### src/asqc_cfg.svh
// constants of the converter sequencer: offsets, fields, resets, counts
// assumes: included by the package and by every design file
`ifndef ASQC_CFG_SVH
`define ASQC_CFG_SVH
// ****************************************************************
// register byte offsets
// ****************************************************************
`define ASQC_AW          8
`define ASQC_OFF_RES_LO  8'h00
`define ASQC_OFF_RES_HI  8'h04
`define ASQC_OFF_LOL_LO  8'h08
`define ASQC_OFF_LOL_HI  8'h0C
`define ASQC_OFF_UPL_LO  8'h10
`define ASQC_OFF_UPL_HI  8'h14
`define ASQC_OFF_CTRL    8'h18
`define ASQC_OFF_SRCCLK  8'h1C
`define ASQC_OFF_TRIG    8'h20
`define ASQC_OFF_DLY     8'h24
// ****************************************************************
// field positions, masks, codes and resets
// ****************************************************************
`define ASQC_CM_START    7
`define ASQC_CM_BUSY     6
`define ASQC_CM_EN       5
`define ASQC_CM_FMT      4
`define ASQC_TR_PATH     7
`define ASQC_TR_DLYEN    6
`define ASQC_TR_EVT      5
`define ASQC_TR_HVE      4
`define ASQC_TR_LVE      3
`define ASQC_CTRL_WMASK  8'hBF
`define ASQC_SC_WMASK    8'hE7
`define ASQC_TR_WMASK    8'hFB
`define ASQC_SRC_OPAMP   3'h1
`define ASQC_CH_RSVD     4'h6
`define ASQC_CH_MAX      4'hD
`define ASQC_RST_BYTE    8'h00
`define ASQC_RESP_OKAY   2'h0
`define ASQC_RESP_SLVERR 2'h2
`define ASQC_DIV_SEL_W   3
`define ASQC_DLY_W       8
`endif

### src/asqc_pkg.sv
// types of the converter sequencer
// assumes: asqc_cfg.svh is on the include path
`include "asqc_cfg.svh"
package asqc_pkg;
	typedef logic [31:0]          asqc_word_t;
	typedef logic [`ASQC_AW-1:0]  asqc_addr_t;
	typedef logic [11:0]          asqc_sample_t;
	typedef logic [7:0]           asqc_byte_t;
	typedef logic [13:0]          asqc_pins_t;
	typedef enum logic {DLY_IDLE, DLY_COUNT} asqc_dly_state_t;

	// whole state of the top module
	typedef struct packed {
		logic aw_have; asqc_addr_t aw_addr;
		logic w_have; asqc_byte_t w_data; logic w_strb0;
		logic awready; logic wready; logic bvalid; logic [1:0] bresp;
		logic arready; logic rvalid; logic [1:0] rresp;
		asqc_byte_t rdata;
		asqc_sample_t result;
		asqc_byte_t lol_lo; asqc_byte_t lol_hi;
		asqc_byte_t upl_lo; asqc_byte_t upl_hi;
		asqc_byte_t ctrl; asqc_byte_t srcclk;
		asqc_byte_t trig; asqc_byte_t dly;
		logic busy; logic start_q; logic pwm_q;
		logic done_s1; logic done_s2; logic done_s3;
		asqc_sample_t data_s1; asqc_sample_t data_s2;
		logic conv_start; logic cmp_evt; logic power_on;
		logic [3:0] ext_mux; logic ext_connect;
		logic opamp_on; logic ground_on;
		asqc_pins_t pin_analog; asqc_pins_t pullup_off;
	} asqc_top_t;

	// 12-bit value of a byte pair under the chosen alignment
	function automatic asqc_sample_t asqc_align(input logic fmt,
		input asqc_byte_t hi, input asqc_byte_t lo);
		return fmt ? {hi[3:0], lo} : {hi, lo[7:4]};
	endfunction : asqc_align
endpackage : asqc_pkg

### src/asqc_top.sv
// converter sequencer with limit compare, AXI4-Lite register slave
// assumes: analog core gives adc_done/adc_data from outside this clock;
// pwm flags come from logic on aclk
`timescale 1ns/100ps
`include "asqc_cfg.svh"
module asqc_top (
	input  wire logic               aclk,
	input  wire logic               aresetn,
	input  wire asqc_pkg::asqc_addr_t s_axi_awaddr,
	input  wire logic               s_axi_awvalid,
	output logic                    s_axi_awready,
	input  wire asqc_pkg::asqc_word_t s_axi_wdata,
	input  wire logic [3:0]         s_axi_wstrb,
	input  wire logic               s_axi_wvalid,
	output logic                    s_axi_wready,
	output logic [1:0]              s_axi_bresp,
	output logic                    s_axi_bvalid,
	input  wire logic               s_axi_bready,
	input  wire asqc_pkg::asqc_addr_t s_axi_araddr,
	input  wire logic               s_axi_arvalid,
	output logic                    s_axi_arready,
	output asqc_pkg::asqc_word_t    s_axi_rdata,
	output logic [1:0]              s_axi_rresp,
	output logic                    s_axi_rvalid,
	input  wire logic               s_axi_rready,
	input  wire logic               adc_done,
	input  wire asqc_pkg::asqc_sample_t adc_data,
	input  wire logic               pwm_period_flag,
	input  wire logic [2:0]         pwm_duty_flag,
	output logic                    adc_power_on,
	output logic                    adc_clk_tick,
	output logic                    conv_start,
	output logic [3:0]              ext_mux_sel,
	output logic                    ext_connect,
	output logic                    opamp_connect,
	output logic                    ground_connect,
	output asqc_pkg::asqc_pins_t    pin_analog_sel,
	output asqc_pkg::asqc_pins_t    pullup_disable,
	output logic                    limit_event
);
	import asqc_pkg::*;

	asqc_top_t  s_reg, s_next;
	logic       dly_go;
	asqc_pins_t ext_hit;
	logic       en, fmt, ext_src, code_ok;
	logic [2:0] src;
	logic [3:0] code;
	logic [1:0] duty_idx;
	logic       pwm_now;

	// ****************************************************************
	// source and channel decode
	// ****************************************************************
	assign en = s_reg.ctrl[`ASQC_CM_EN];
	assign fmt = s_reg.ctrl[`ASQC_CM_FMT];
	assign src = s_reg.srcclk[`ASQC_TR_PATH:`ASQC_TR_EVT];
	assign code = s_reg.ctrl[3:0];
	assign ext_src = (src == 3'h0) || src[2];
	assign code_ok = code != `ASQC_CH_RSVD && code <= `ASQC_CH_MAX;

	// one bit per input pin, none for the reserved code
	for (genvar i = 0; i < 14; i++) begin : g_pin
		assign ext_hit[i] = ext_src && code_ok && code == 4'(i);
	end

	// ****************************************************************
	// start delay and conversion clock
	// ****************************************************************
	asqc_delay #(.DW(`ASQC_DLY_W)) u_delay (
		.aclk   (aclk),
		.aresetn(aresetn),
		.arm    (en && s_reg.trig[`ASQC_TR_PATH] && !s_reg.busy
		         && pwm_now && !s_reg.pwm_q),
		.dly_en (s_reg.trig[`ASQC_TR_DLYEN]),
		.count  (s_reg.dly),
		.cancel (!en),
		.go     (dly_go)
	);

	asqc_clkdiv #(.SEL_W(`ASQC_DIV_SEL_W)) u_clkdiv (
		.aclk   (aclk),
		.aresetn(aresetn),
		.run    (en),
		.sel    (s_reg.srcclk[2:0]),
		.tick   (adc_clk_tick)
	);

	// selected pwm flag as plain nets, so the arm term follows the flags
	assign duty_idx = (s_reg.trig[1:0] == 2'h3) ? 2'h2 : s_reg.trig[1:0];
	assign pwm_now = s_reg.trig[`ASQC_TR_EVT] ? pwm_duty_flag[duty_idx]
		: pwm_period_flag;

	// masked readback of a low or high limit byte
	function automatic asqc_byte_t lo_view(input asqc_byte_t v);
		return fmt ? v : {v[7:4], 4'h0};
	endfunction : lo_view

	function automatic asqc_byte_t hi_view(input asqc_byte_t v);
		return fmt ? {4'h0, v[3:0]} : v;
	endfunction : hi_view

	// limit condition on a fresh sample
	function automatic logic limit_hit(input asqc_sample_t r);
		asqc_sample_t lo, hi;
		logic lo_c, hi_c;
		lo = asqc_align(fmt, s_reg.lol_hi, s_reg.lol_lo);
		hi = asqc_align(fmt, s_reg.upl_hi, s_reg.upl_lo);
		lo_c = r <= lo;
		hi_c = r >= hi;
		unique case ({s_reg.trig[`ASQC_TR_HVE], s_reg.trig[`ASQC_TR_LVE]})
			2'h0: return r > lo && r < hi;
			2'h1: return lo_c;
			2'h2: return hi_c;
			2'h3: return lo_c || hi_c;
		endcase
	endfunction : limit_hit

	// ****************************************************************
	// next state
	// ****************************************************************
	always_comb begin
		logic wr_go, hit, start_req, done_edge;
		wr_go = s_reg.aw_have && s_reg.w_have && !s_reg.bvalid;
		hit = 1'b1;
		s_next = s_reg;
		s_next.conv_start = 1'b0;
		s_next.cmp_evt = 1'b0;
		// write address and data taken in either order
		if (s_axi_awvalid && s_reg.awready) begin
			s_next.aw_have = 1'b1;
			s_next.aw_addr = s_axi_awaddr;
		end
		if (s_axi_wvalid && s_reg.wready) begin
			s_next.w_have = 1'b1;
			s_next.w_data = s_axi_wdata[7:0];
			s_next.w_strb0 = s_axi_wstrb[0];
		end
		if (s_reg.bvalid && s_axi_bready) s_next.bvalid = 1'b0;
		// register write once both halves are held
		if (wr_go) begin
			s_next.aw_have = 1'b0;
			s_next.w_have = 1'b0;
			s_next.bvalid = 1'b1;
			unique case (s_reg.aw_addr)
				`ASQC_OFF_RES_LO, `ASQC_OFF_RES_HI: ;
				`ASQC_OFF_LOL_LO: if (s_reg.w_strb0) s_next.lol_lo = s_reg.w_data;
				`ASQC_OFF_LOL_HI: if (s_reg.w_strb0) s_next.lol_hi = s_reg.w_data;
				`ASQC_OFF_UPL_LO: if (s_reg.w_strb0) s_next.upl_lo = s_reg.w_data;
				`ASQC_OFF_UPL_HI: if (s_reg.w_strb0) s_next.upl_hi = s_reg.w_data;
				`ASQC_OFF_CTRL: if (s_reg.w_strb0)
					s_next.ctrl = s_reg.w_data & `ASQC_CTRL_WMASK;
				`ASQC_OFF_SRCCLK: if (s_reg.w_strb0)
					s_next.srcclk = s_reg.w_data & `ASQC_SC_WMASK;
				`ASQC_OFF_TRIG: if (s_reg.w_strb0)
					s_next.trig = s_reg.w_data & `ASQC_TR_WMASK;
				`ASQC_OFF_DLY: if (s_reg.w_strb0) s_next.dly = s_reg.w_data;
				default: hit = 1'b0;
			endcase
			s_next.bresp = hit ? `ASQC_RESP_OKAY : `ASQC_RESP_SLVERR;
		end
		s_next.awready = !s_next.aw_have;
		s_next.wready = !s_next.w_have;
		// read: data stands from the same edge that takes the address
		if (s_reg.rvalid && s_axi_rready) s_next.rvalid = 1'b0;
		if (s_axi_arvalid && s_reg.arready) begin
			s_next.rvalid = 1'b1;
			s_next.rresp = `ASQC_RESP_OKAY;
			unique case (s_axi_araddr)
				`ASQC_OFF_RES_LO: s_next.rdata = fmt ? s_reg.result[7:0]
					: {s_reg.result[3:0], 4'h0};
				`ASQC_OFF_RES_HI: s_next.rdata = fmt
					? {4'h0, s_reg.result[11:8]} : s_reg.result[11:4];
				`ASQC_OFF_LOL_LO: s_next.rdata = lo_view(s_reg.lol_lo);
				`ASQC_OFF_LOL_HI: s_next.rdata = hi_view(s_reg.lol_hi);
				`ASQC_OFF_UPL_LO: s_next.rdata = lo_view(s_reg.upl_lo);
				`ASQC_OFF_UPL_HI: s_next.rdata = hi_view(s_reg.upl_hi);
				`ASQC_OFF_CTRL: s_next.rdata = {s_reg.ctrl[7], s_reg.busy,
					s_reg.ctrl[5:0]};
				`ASQC_OFF_SRCCLK: s_next.rdata = s_reg.srcclk;
				`ASQC_OFF_TRIG: s_next.rdata = s_reg.trig;
				`ASQC_OFF_DLY: s_next.rdata = s_reg.dly;
				default: begin
					s_next.rdata = `ASQC_RST_BYTE;
					s_next.rresp = `ASQC_RESP_SLVERR;
				end
			endcase
		end
		s_next.arready = !s_next.rvalid;
		// two-flop sync of the analog core answer
		s_next.done_s1 = adc_done;
		s_next.done_s2 = s_reg.done_s1;
		s_next.done_s3 = s_reg.done_s2;
		s_next.data_s1 = adc_data;
		s_next.data_s2 = s_reg.data_s1;
		done_edge = s_reg.done_s2 && !s_reg.done_s3;
		// trigger edges
		s_next.start_q = s_reg.ctrl[`ASQC_CM_START];
		s_next.pwm_q = pwm_now;
		start_req = s_reg.trig[`ASQC_TR_PATH] ? dly_go
			: s_reg.start_q && !s_reg.ctrl[`ASQC_CM_START];
		if (en && !s_reg.busy && start_req) begin
			s_next.busy = 1'b1;
			s_next.conv_start = 1'b1;
		end
		// store the sample when the core reports completion
		if (s_reg.busy && done_edge) begin
			s_next.busy = 1'b0;
			s_next.result = s_reg.data_s2;
			s_next.cmp_evt = limit_hit(s_reg.data_s2);
		end
		if (!en) begin
			s_next.result = '0;
			s_next.busy = 1'b0;
			s_next.conv_start = 1'b0;
		end
		// analog routing and pin control
		s_next.power_on = en;
		s_next.ext_mux = code;
		s_next.ext_connect = en && ext_src && code_ok;
		s_next.opamp_on = en && src == `ASQC_SRC_OPAMP;
		s_next.ground_on = en && src[2:1] == 2'h1;
		s_next.pin_analog = ext_hit;
		s_next.pullup_off = ext_hit;
	end

	always_ff @(posedge aclk) begin
		if (!aresetn) begin
			s_reg <= '0;
		end else begin
			s_reg <= s_next;
		end
	end

	// ****************************************************************
	// outputs
	// ****************************************************************
	assign s_axi_awready = s_reg.awready;
	assign s_axi_wready = s_reg.wready;
	assign s_axi_bvalid = s_reg.bvalid;
	assign s_axi_bresp = s_reg.bresp;
	assign s_axi_arready = s_reg.arready;
	assign s_axi_rvalid = s_reg.rvalid;
	assign s_axi_rresp = s_reg.rresp;
	assign s_axi_rdata = {24'h000000, s_reg.rdata};
	assign adc_power_on = s_reg.power_on;
	assign conv_start = s_reg.conv_start;
	assign ext_mux_sel = s_reg.ext_mux;
	assign ext_connect = s_reg.ext_connect;
	assign opamp_connect = s_reg.opamp_on;
	assign ground_connect = s_reg.ground_on;
	assign pin_analog_sel = s_reg.pin_analog;
	assign pullup_disable = s_reg.pullup_off;
	assign limit_event = s_reg.cmp_evt;
endmodule : asqc_top

### src/asqc_clkdiv.sv
// conversion clock divider: one tick every 2**sel system clocks
// assumes: sel from software registers on the same clock
`timescale 1ns/100ps
`include "asqc_cfg.svh"
module asqc_clkdiv #(
	parameter int SEL_W = `ASQC_DIV_SEL_W
) (
	input  wire logic             aclk,
	input  wire logic             aresetn,
	input  wire logic             run,
	input  wire logic [SEL_W-1:0] sel,
	output logic                  tick
);
	import asqc_pkg::*;
	localparam int CW = (1 << SEL_W) - 1;
	typedef struct packed {
		logic [CW-1:0] cnt;
		logic          tick;
	} asqc_div_t;
	asqc_div_t s_reg, s_next;

	initial begin
		if (SEL_W < 1 || SEL_W > 4) $error("asqc_clkdiv: SEL_W out of range");
	end

	// divide by a power of two, count cleared and held at zero while powered down
	always_comb begin
		logic [CW-1:0] last;
		last = CW'((1 << sel) - 1);
		s_next = s_reg;
		s_next.tick = 1'b0;
		if (!run) begin
			s_next.cnt = '0;
		end else if (s_reg.cnt >= last) begin
			s_next.cnt = '0;
			s_next.tick = 1'b1;
		end else begin
			s_next.cnt = s_reg.cnt + CW'(1);
		end
	end

	always_ff @(posedge aclk) begin
		if (!aresetn) s_reg <= '0;
		else s_reg <= s_next;
	end
	assign tick = s_reg.tick;
endmodule : asqc_clkdiv

### src/asqc_delay.sv
// start delay: holds a trigger for one clock less than the programmed count
// assumes: arm, enable and count from logic on the same clock
`timescale 1ns/100ps
`include "asqc_cfg.svh"
module asqc_delay #(
	parameter int DW = `ASQC_DLY_W
) (
	input  wire logic          aclk,
	input  wire logic          aresetn,
	input  wire logic          arm,
	input  wire logic          dly_en,
	input  wire logic [DW-1:0] count,
	input  wire logic          cancel,
	output logic               go
);
	import asqc_pkg::*;
	typedef struct packed {
		asqc_dly_state_t st;
		logic [DW-1:0]   cnt;
		logic            go;
	} asqc_dl_t;
	asqc_dl_t s_reg, s_next;

	initial begin
		if (DW < 1 || DW > 16) $error("asqc_delay: DW out of range");
	end

	// count down count-1 clocks from the trigger, then pulse go
	always_comb begin
		s_next = s_reg;
		s_next.go = 1'b0;
		unique case (s_reg.st)
			DLY_IDLE: begin
				if (arm && dly_en && count > DW'(1)) begin
					s_next.st = DLY_COUNT;
					s_next.cnt = count - DW'(1);
				end else if (arm) begin
					s_next.go = 1'b1;
				end
			end
			DLY_COUNT: begin
				if (s_reg.cnt == DW'(1)) begin
					s_next.st = DLY_IDLE;
					s_next.go = 1'b1;
				end else begin
					s_next.cnt = s_reg.cnt - DW'(1);
				end
			end
		endcase
		if (cancel) begin
			s_next.st = DLY_IDLE;
			s_next.go = 1'b0;
		end
	end

	always_ff @(posedge aclk) begin
		if (!aresetn) s_reg <= '{st: DLY_IDLE, cnt: '0, go: 1'b0};
		else s_reg <= s_next;
	end
	assign go = s_reg.go;
endmodule : asqc_delay

### config.mk
export PLATFORM = sky130hd
export DESIGN_NAME = asqc_top
export DESIGN_NICKNAME = d
export VERILOG_FILES = /design/src/asqc_pkg.sv /design/src/asqc_top.sv /design/src/asqc_clkdiv.sv /design/src/asqc_delay.sv
export VERILOG_INCLUDE_DIRS = /design/src
export SDC_FILE = /design/constraint.sdc
export NUM_CORES = 1
export LEC_CHECK = 0
export ABC_AREA = 1
export BUFFER_PORTS_ARGS = -buffer_cell sky130_fd_sc_hd__buf_2
export CAP_MARGIN = 20
export CORE_MARGIN = 2
export CORE_UTILIZATION = 35
export DETAILED_ROUTE_END_ITERATION = 16
export PLACE_DENSITY_LB_ADDON = 0.1
export SETUP_SLACK_MARGIN = 0.02
export SYNTH_ARGS = -nofsm -noshare
export SYNTH_HDL_FRONTEND = slang
export SYNTH_SLANG_ARGS = --single-unit
### constraint.sdc
create_clock -name aclk -period 3.3 [get_ports aclk]
set_input_delay 0.33 -clock aclk [delete_from_list [all_inputs] [get_ports aclk]]
set_output_delay 0.33 -clock aclk [all_outputs]
set_load 0.01 [all_outputs]
**Word level (Yosys, flattened, before mapping)**

Index checks and enable logic that the tools add are counted.

- Register bits after elaboration: 180
- Input port bits: 76
- Logic and storage cells: 206

- $lt $le $gt $ge: 8
- Eq/ne operators: 41
- Bitwise operators: 3
- Shift operators: 1
- Multiplexer cells: 36
- Add/subtract/negate cells: 4
- Reduce and logical (&&, ||, !) cells: 70

Operators by type and width:

| operator | number |
|---|---|
| one-hot mux 8 bit (10 select lines) | 1 |
| == test 8 x 5 -> 1 bit, second input constant | 8 |
| two-way mux 8 bit | 5 |
| logical AND 1 bit | 39 |
| == test 8 x 4 -> 1 bit, second input constant | 4 |
| == test 8 x 6 -> 1 bit, second input constant | 4 |
| == test 4 bit, second input constant | 6 |
| two-way mux 12 bit | 2 |
| AND reduction 3 bit | 8 |
| one-hot mux 10 bit (2 select lines) | 1 |
| OR reduction 10 bit | 2 |
| two-way mux 9 bit | 2 |
| == test 4 x 3 -> 1 bit, second input constant | 4 |
| == test 8 x 3 -> 1 bit, second input constant | 2 |
| zero test 8 bit | 2 |
| subtractor 8 x 1 -> 8 bit, second input constant | 2 |
| two-way mux 1 bit | 15 |
| >= comparator 12 bit | 1 |
| > comparator 12 bit | 1 |
| less-or-equal comparator 12 bit | 1 |
| < comparator 12 bit | 1 |
| two-way mux 11 bit | 1 |
| two-way mux 10 bit | 1 |
| == test 4 x 2 -> 1 bit, second input constant | 2 |
| 29 further kinds | 48 |

**Depth between registers and ports, before layout**

- Depth after elaboration: 11
- Depth in mapped cells: 17

**By module**

Synthesis repeated with hierarchy kept, for this count alone.

- Cell total of the unflattened synthesis: 1268
- Area, all modules: 9273.9 um^2

By module, submodules not included:

| module | area an instance (um^2) | instances | cells each | sequential area each (um^2) |
|---|---|---|---|---|
| asqc_top | 7906.3 | 1 | 1064 | 3203.1 |
| asqc_delay | 847.1 | 1 | 131 | 200.2 |
| asqc_clkdiv | 520.5 | 1 | 73 | 160.2 |

**Worst setup path after synthesis**

Ideal clock, no wire load.

- Path kind: register to register
- Start: register s_reg[86] (netlist name)
- End: register u_clkdiv.s_reg[1] (netlist name)
- Path buffers: 1
- Period minus slack after synthesis: 2.321 ns
- Data required time: 3.235 ns
- Setup slack: 0.979 ns
- Arrival time: 2.256 ns
- Stages on the path, launching flop included: 14
- Cells stage by stage: dfxtp_1 inv_1 nand2_1 ha_1 o21ai_0 a21oi_1 xor2_1 ha_1 a21oi_1 o21a_1 o211ai_1 or2_2 clkbuf_1 nor2_1

- Cells in the longest elaborated chain, start to end: 4

Ends and longest elaborated chain:

| what | line | RTL |
|---|---|---|
| start: declaration | asqc_top.sv:43 | `asqc_top_t s_reg, s_next;` |
| start signal: assignment | asqc_top.sv:231 | `s_reg <= s_next;` |
| << shifter 1 x 3 -> 7 bit | asqc_clkdiv.sv:29 | `last = CW'((1 << sel) - 1);` |
| subtractor 7 x 2 -> 7 bit | asqc_clkdiv.sv:29 |  |
| >= comparator 7 bit | asqc_clkdiv.sv:34 | `end else if (s_reg.cnt >= last) begin` |
| OR reduction 3 bit (no line) | - |  |
| end signal: assignment | asqc_clkdiv.sv:44 | `else s_reg <= s_next;` |
| end: declaration | asqc_clkdiv.sv:20 | `asqc_div_t s_reg, s_next;` |

Every way passes these cells.
A chain may end at the register's enable or synchronous reset.

**Final worst setup path**

- Start: register s_reg[86] (netlist name)
- End: register u_clkdiv.s_reg[6] (netlist name)

Same word-level chain as after synthesis.

==> impl_metrics.csv <==
group,metric,value,unit
timing,fin_setup_tns,0,ns
timing,report.final.setup_viol,0,
timing,max_freq,0.3892,GHz
pwr,cell_internal_pwr,3.377,mW
logic_synthesis,yosys_warnings,0,
critical_path,startpoint_type,"flip-flop",
clock_network,cts_hold_buffers,0,
grt,vias_in_the_first_global_route,7095,
clock_network,clock_insertion_delay_at_the_later_pin_of_the_skew_report,0.44,ns
logic_synthesis,ys_seq_elements,178,
min_path,holdCritPathClass,"in2reg",
critical_path,crit_start,"s_reg[86]",
floorplan,rows,59,
timing,clock-skew-final,0.01225,ns
grt,track_usage,17.91,%
pwr,netSwitchingPower,1.236,mW
drt,post_route_wl,24.70,mm
pwr,p_leak,4.755,nW
critical_path,worst-endpoint-arrival,2.95,ns
grt,antenna_found_initial,0,
critical_path,critical_path.top_delay_family,"compound AO/OA/AOI/OAI gates",
logic_synthesis,synth_enable_flop_cells,0,
place,finalWeightedCongestion,0.7943,
critical_path,crit-reg2reg-launch,"s_reg[86]",
logic_synthesis,synth.lib_cells_used.distinct,42,
floorplan,start_util,35.48,%
run,cap_viol_max_count,0,
logic_synthesis,netlist_top_cells_area,"dfxtp_1, nand2_1, inv_1",
place,post_placement_worst_setup_slack,0.7281,ns
timing,timing.final.ws_setup,0.7309,ns
timing,worstMarginPinSlew,1.068,ns
drt,vias_per_cell,4.634,
critical_path,end_kind,"flip-flop",
logic_synthesis,synth-main-ff-cell,"dfxtp_1",
cells_and_area,layout-drive-gt1-share,13.98,%
timing,timing.final.crit_share,77.85,%
timing,slew_headroom,28.71,%
drt,detail_route.iter0.violations,568,
floorplan,die_area,27660,um2
logic_synthesis,synthesis.area_per_instance,7.243,um2
timing,setup_repair_after_global_routing_missed_its_margin,"false",
grt,grt_overflow_total,0,
critical_path,cp_num_buf_inv,1,
cells_and_area,multi_input_area,4357,um2
logic_synthesis,postSynthCellCount,1273,
cells_and_area,largest_reg_flops,100,
clock_network,numCtsBuffers,17,
timing,fin_crit,2.569,ns
clock_network,cts_tree,"yes",
floorplan,fp.coreArea,25980,um2
logic_synthesis,async_reset_ff_share,0,%
critical_path,crit_type,"reg2reg",
logic_synthesis,combinational_family_with_the_most_area_after_synthesis,"simple AND/OR/NAND/NOR gates",
pwr,power.share.switching,26.80,%
cells_and_area,layout.nets,1423,
place,hpwl,18.06,mm
pwr,irDropWorstVdd,0.3109,mV
logic_synthesis,synthAdderAreaFrac,5.021,%
clock_network,cts_max_path_buffers,2,
floorplan,die_y,166.3,um
grt,global_route_wire_length_before_repair,38.99,mm
cells_and_area,antenna_cells_inserted,0,
cells_and_area,filler_cell_count,2782,
floorplan,design.portCount,156,
pwr,power.sequential.fraction,47.9,%
critical_path,max_stage_delay,0.44,ns
drt,postRouteAntennaNets,0,
grt,grt_start_max_net_pins,51,
drt,drt_drc_violations_left,0,
clock_network,clkSlewWorstSetupHoldPaths,0.07,ns
pwr,power-per-cell-area,455.9,nW/um2
drt,detail_route.wl_per_cell,14.90,um
critical_path,chain_of_cells_forming_the_critical_path,"inv_1 > nand2_1 > ha_1 > o21ai_0 > a21oi_1 > xor2_1 > ha_1 > a21oi_1 > o21a_1 > o211ai_1 > or2_2 > nor2_1",
cells_and_area,final-seq-area,3563,um2
min_path,hold_path.startpoint,"adc_data[6]",
logic_synthesis,synth_compound_gate_area_share,13.87,%
clock_network,cts_repair_resized_insts,0,
drt,routed-via-count,7684,
cells_and_area,synthToLayoutAreaGrowth,9.757,%
run_status,run_status,"finished clean",
pwr,logic_pwr_share,6.3,%
clock_network,cts_post_setup_buffers_inserted,0,
critical_path,timing.critical_path.slowest_stage_cell,"dfxtp_1",
drt,detail_route.first_pass.iterations,5,
logic_synthesis,most_frequent_cells_after_synthesis,"nand2_1, dfxtp_1, inv_1, nor2_1, a21oi_1",
logic_synthesis,synthSimpleGateAreaFrac,25.35,%
logic_synthesis,mux_cell_area_share_after_synthesis,0.6514,%
logic_synthesis,yosysSeqAreaShare,38.65,%
timing,number_of_failing_hold_endpoints_at_the_final_stage,0,
place,place.port_buffers,102,
logic_synthesis,share_of_yosys_cell_area_claimed_by_the_top_area_cell_type,38.65,%
critical_path,worst-path-max-fanout,7,
clock_network,cts.sinks,178,
logic_synthesis,synth.cell_area,9220,um2
critical_path,critical_path_data_required_time,3.68,ns
pwr,clock_power_share,45.8,%
pwr,fin_total_pwr,4.614,mW
clock_network,htree_num_levels,4,
timing,timing.final.max_slew_violations,0,
clock_network,clockRootBuffer,"clkbuf_16",
logic_synthesis,synth_xor_xnor_area_share,1.235,%
floorplan,die-width,166.3,um
logic_synthesis,synth_top_area_cell,"dfxtp_1",
logic_synthesis,yosys.cell_count.top_type,"nand2_1",
-- power by group through the flow --
stage	Sequential [mW]	Combinational (mW)	Clock [mW]
finish	2.21	0.290	2.11
CTS	2.21	0.292	2.17
global route	2.22	0.328	2.25
detailed placement	2.26	0.291	0
floorplan	2.26	0.220	0
global placement	2.26	0.288	0
-- kinds of logic (layout without fill, tap and decap cells) --
kind of cell / Yosys count / in the layout
simple gates: 532 / 532
buf+inv: 281 / 305
compound gates: 225 / 225
flops: 178 / 178
fa+ha+maj: 37 / 37
xor+xnor: 13 / 13
mux: 6 / 6
other cells: 1 / 27
-- layout by cell type (no fill, tap or decap), drive strengths merged, types with 2 or more instances in the layout --
cell      netlist  final
a211oi         35     35
a21boi          2      2
a21o            2      2
a21oi          98     98
and2            2      2
buf            97    108
clkbuf         19     18
clkinv          2      5
clkinvlp        0      2
conb            1     27
dfxtp         178    178
ha             37     37
inv           163    171
mux2i           6      6
nand2         238    238
nand3          99     99
nand3b          2      2
nand4          11     11
nor2          171    171
nor3            7      7
o21ai          85     85
xnor2           5      5
xor2            8      8
-- final timing paths --
path | to | slack, ns | cells after the start
hold reg to reg | s_reg[38] | 0.41 | 2
setup / recovery | u_clkdiv.s_reg[6] | 0.73 | 12
hold / removal | s_next[44] | 0.07 | 3
setup reg to reg | u_clkdiv.s_reg[6] | 0.73 | 12
-- per-stage QoR --
step | instances | hold slack [ns] | instance area (um2) | utilization [%]
6_report | 1658 | 0.07243 | 10120 | 38.94
4_1_cts | 1658 | 0.05824 | 10120 | 38.94
5_1_grt | 1658 | 0.08292 | 10120 | 38.94
2_1_floorplan | 1299 | 0.3905 | 9318 | -
3_3_place_gp | 1626 | 0.3955 | 9514 | 36.61
3_5_place_dp | 1626 | 0.3980 | 9514 | 36.61
-- per-layer routing --
| metal | up-vias | part of all wire (%) | track usage [%] |
|---|---|---|---|
| li1 | 4068 | - | - |
| met1 | 3447 | 51 | 24.72 |
| met2 | 146 | 45 | 29.33 |
| met3 | 23 | 3.1 | 2.216 |
| met4 | 0 | 1.6 | 5.435 |
| met5 | - | 0 | 0 |
-- worst reg2reg max path, stage by stage, from the launching register on --
cell and delay, ns:
dfxtp_1 0.44, inv_1 0.14, nand2_1 0.12, ha_1 0.18, o21ai_0 0.14, a21oi_1 0.20
xor2_1 0.17, ha_1 0.27, a21oi_1 0.14, o21a_1 0.13, o211ai_1 0.11, or2_2 0.37
nor2_1 0.10
-- cell type report --
class / instances / share of cell area [%]
well taps: 335 / 4.142
multi-input cells: 840 / 43.05
inverters: 165 / 6.120
repair buffers: 108 / 5.490
flip-flops and latches: 178 / 35.21
clock buffers: 18 / 4.340
clock inverters: 14 / 1.644
(Power assumes the default switching activity.)
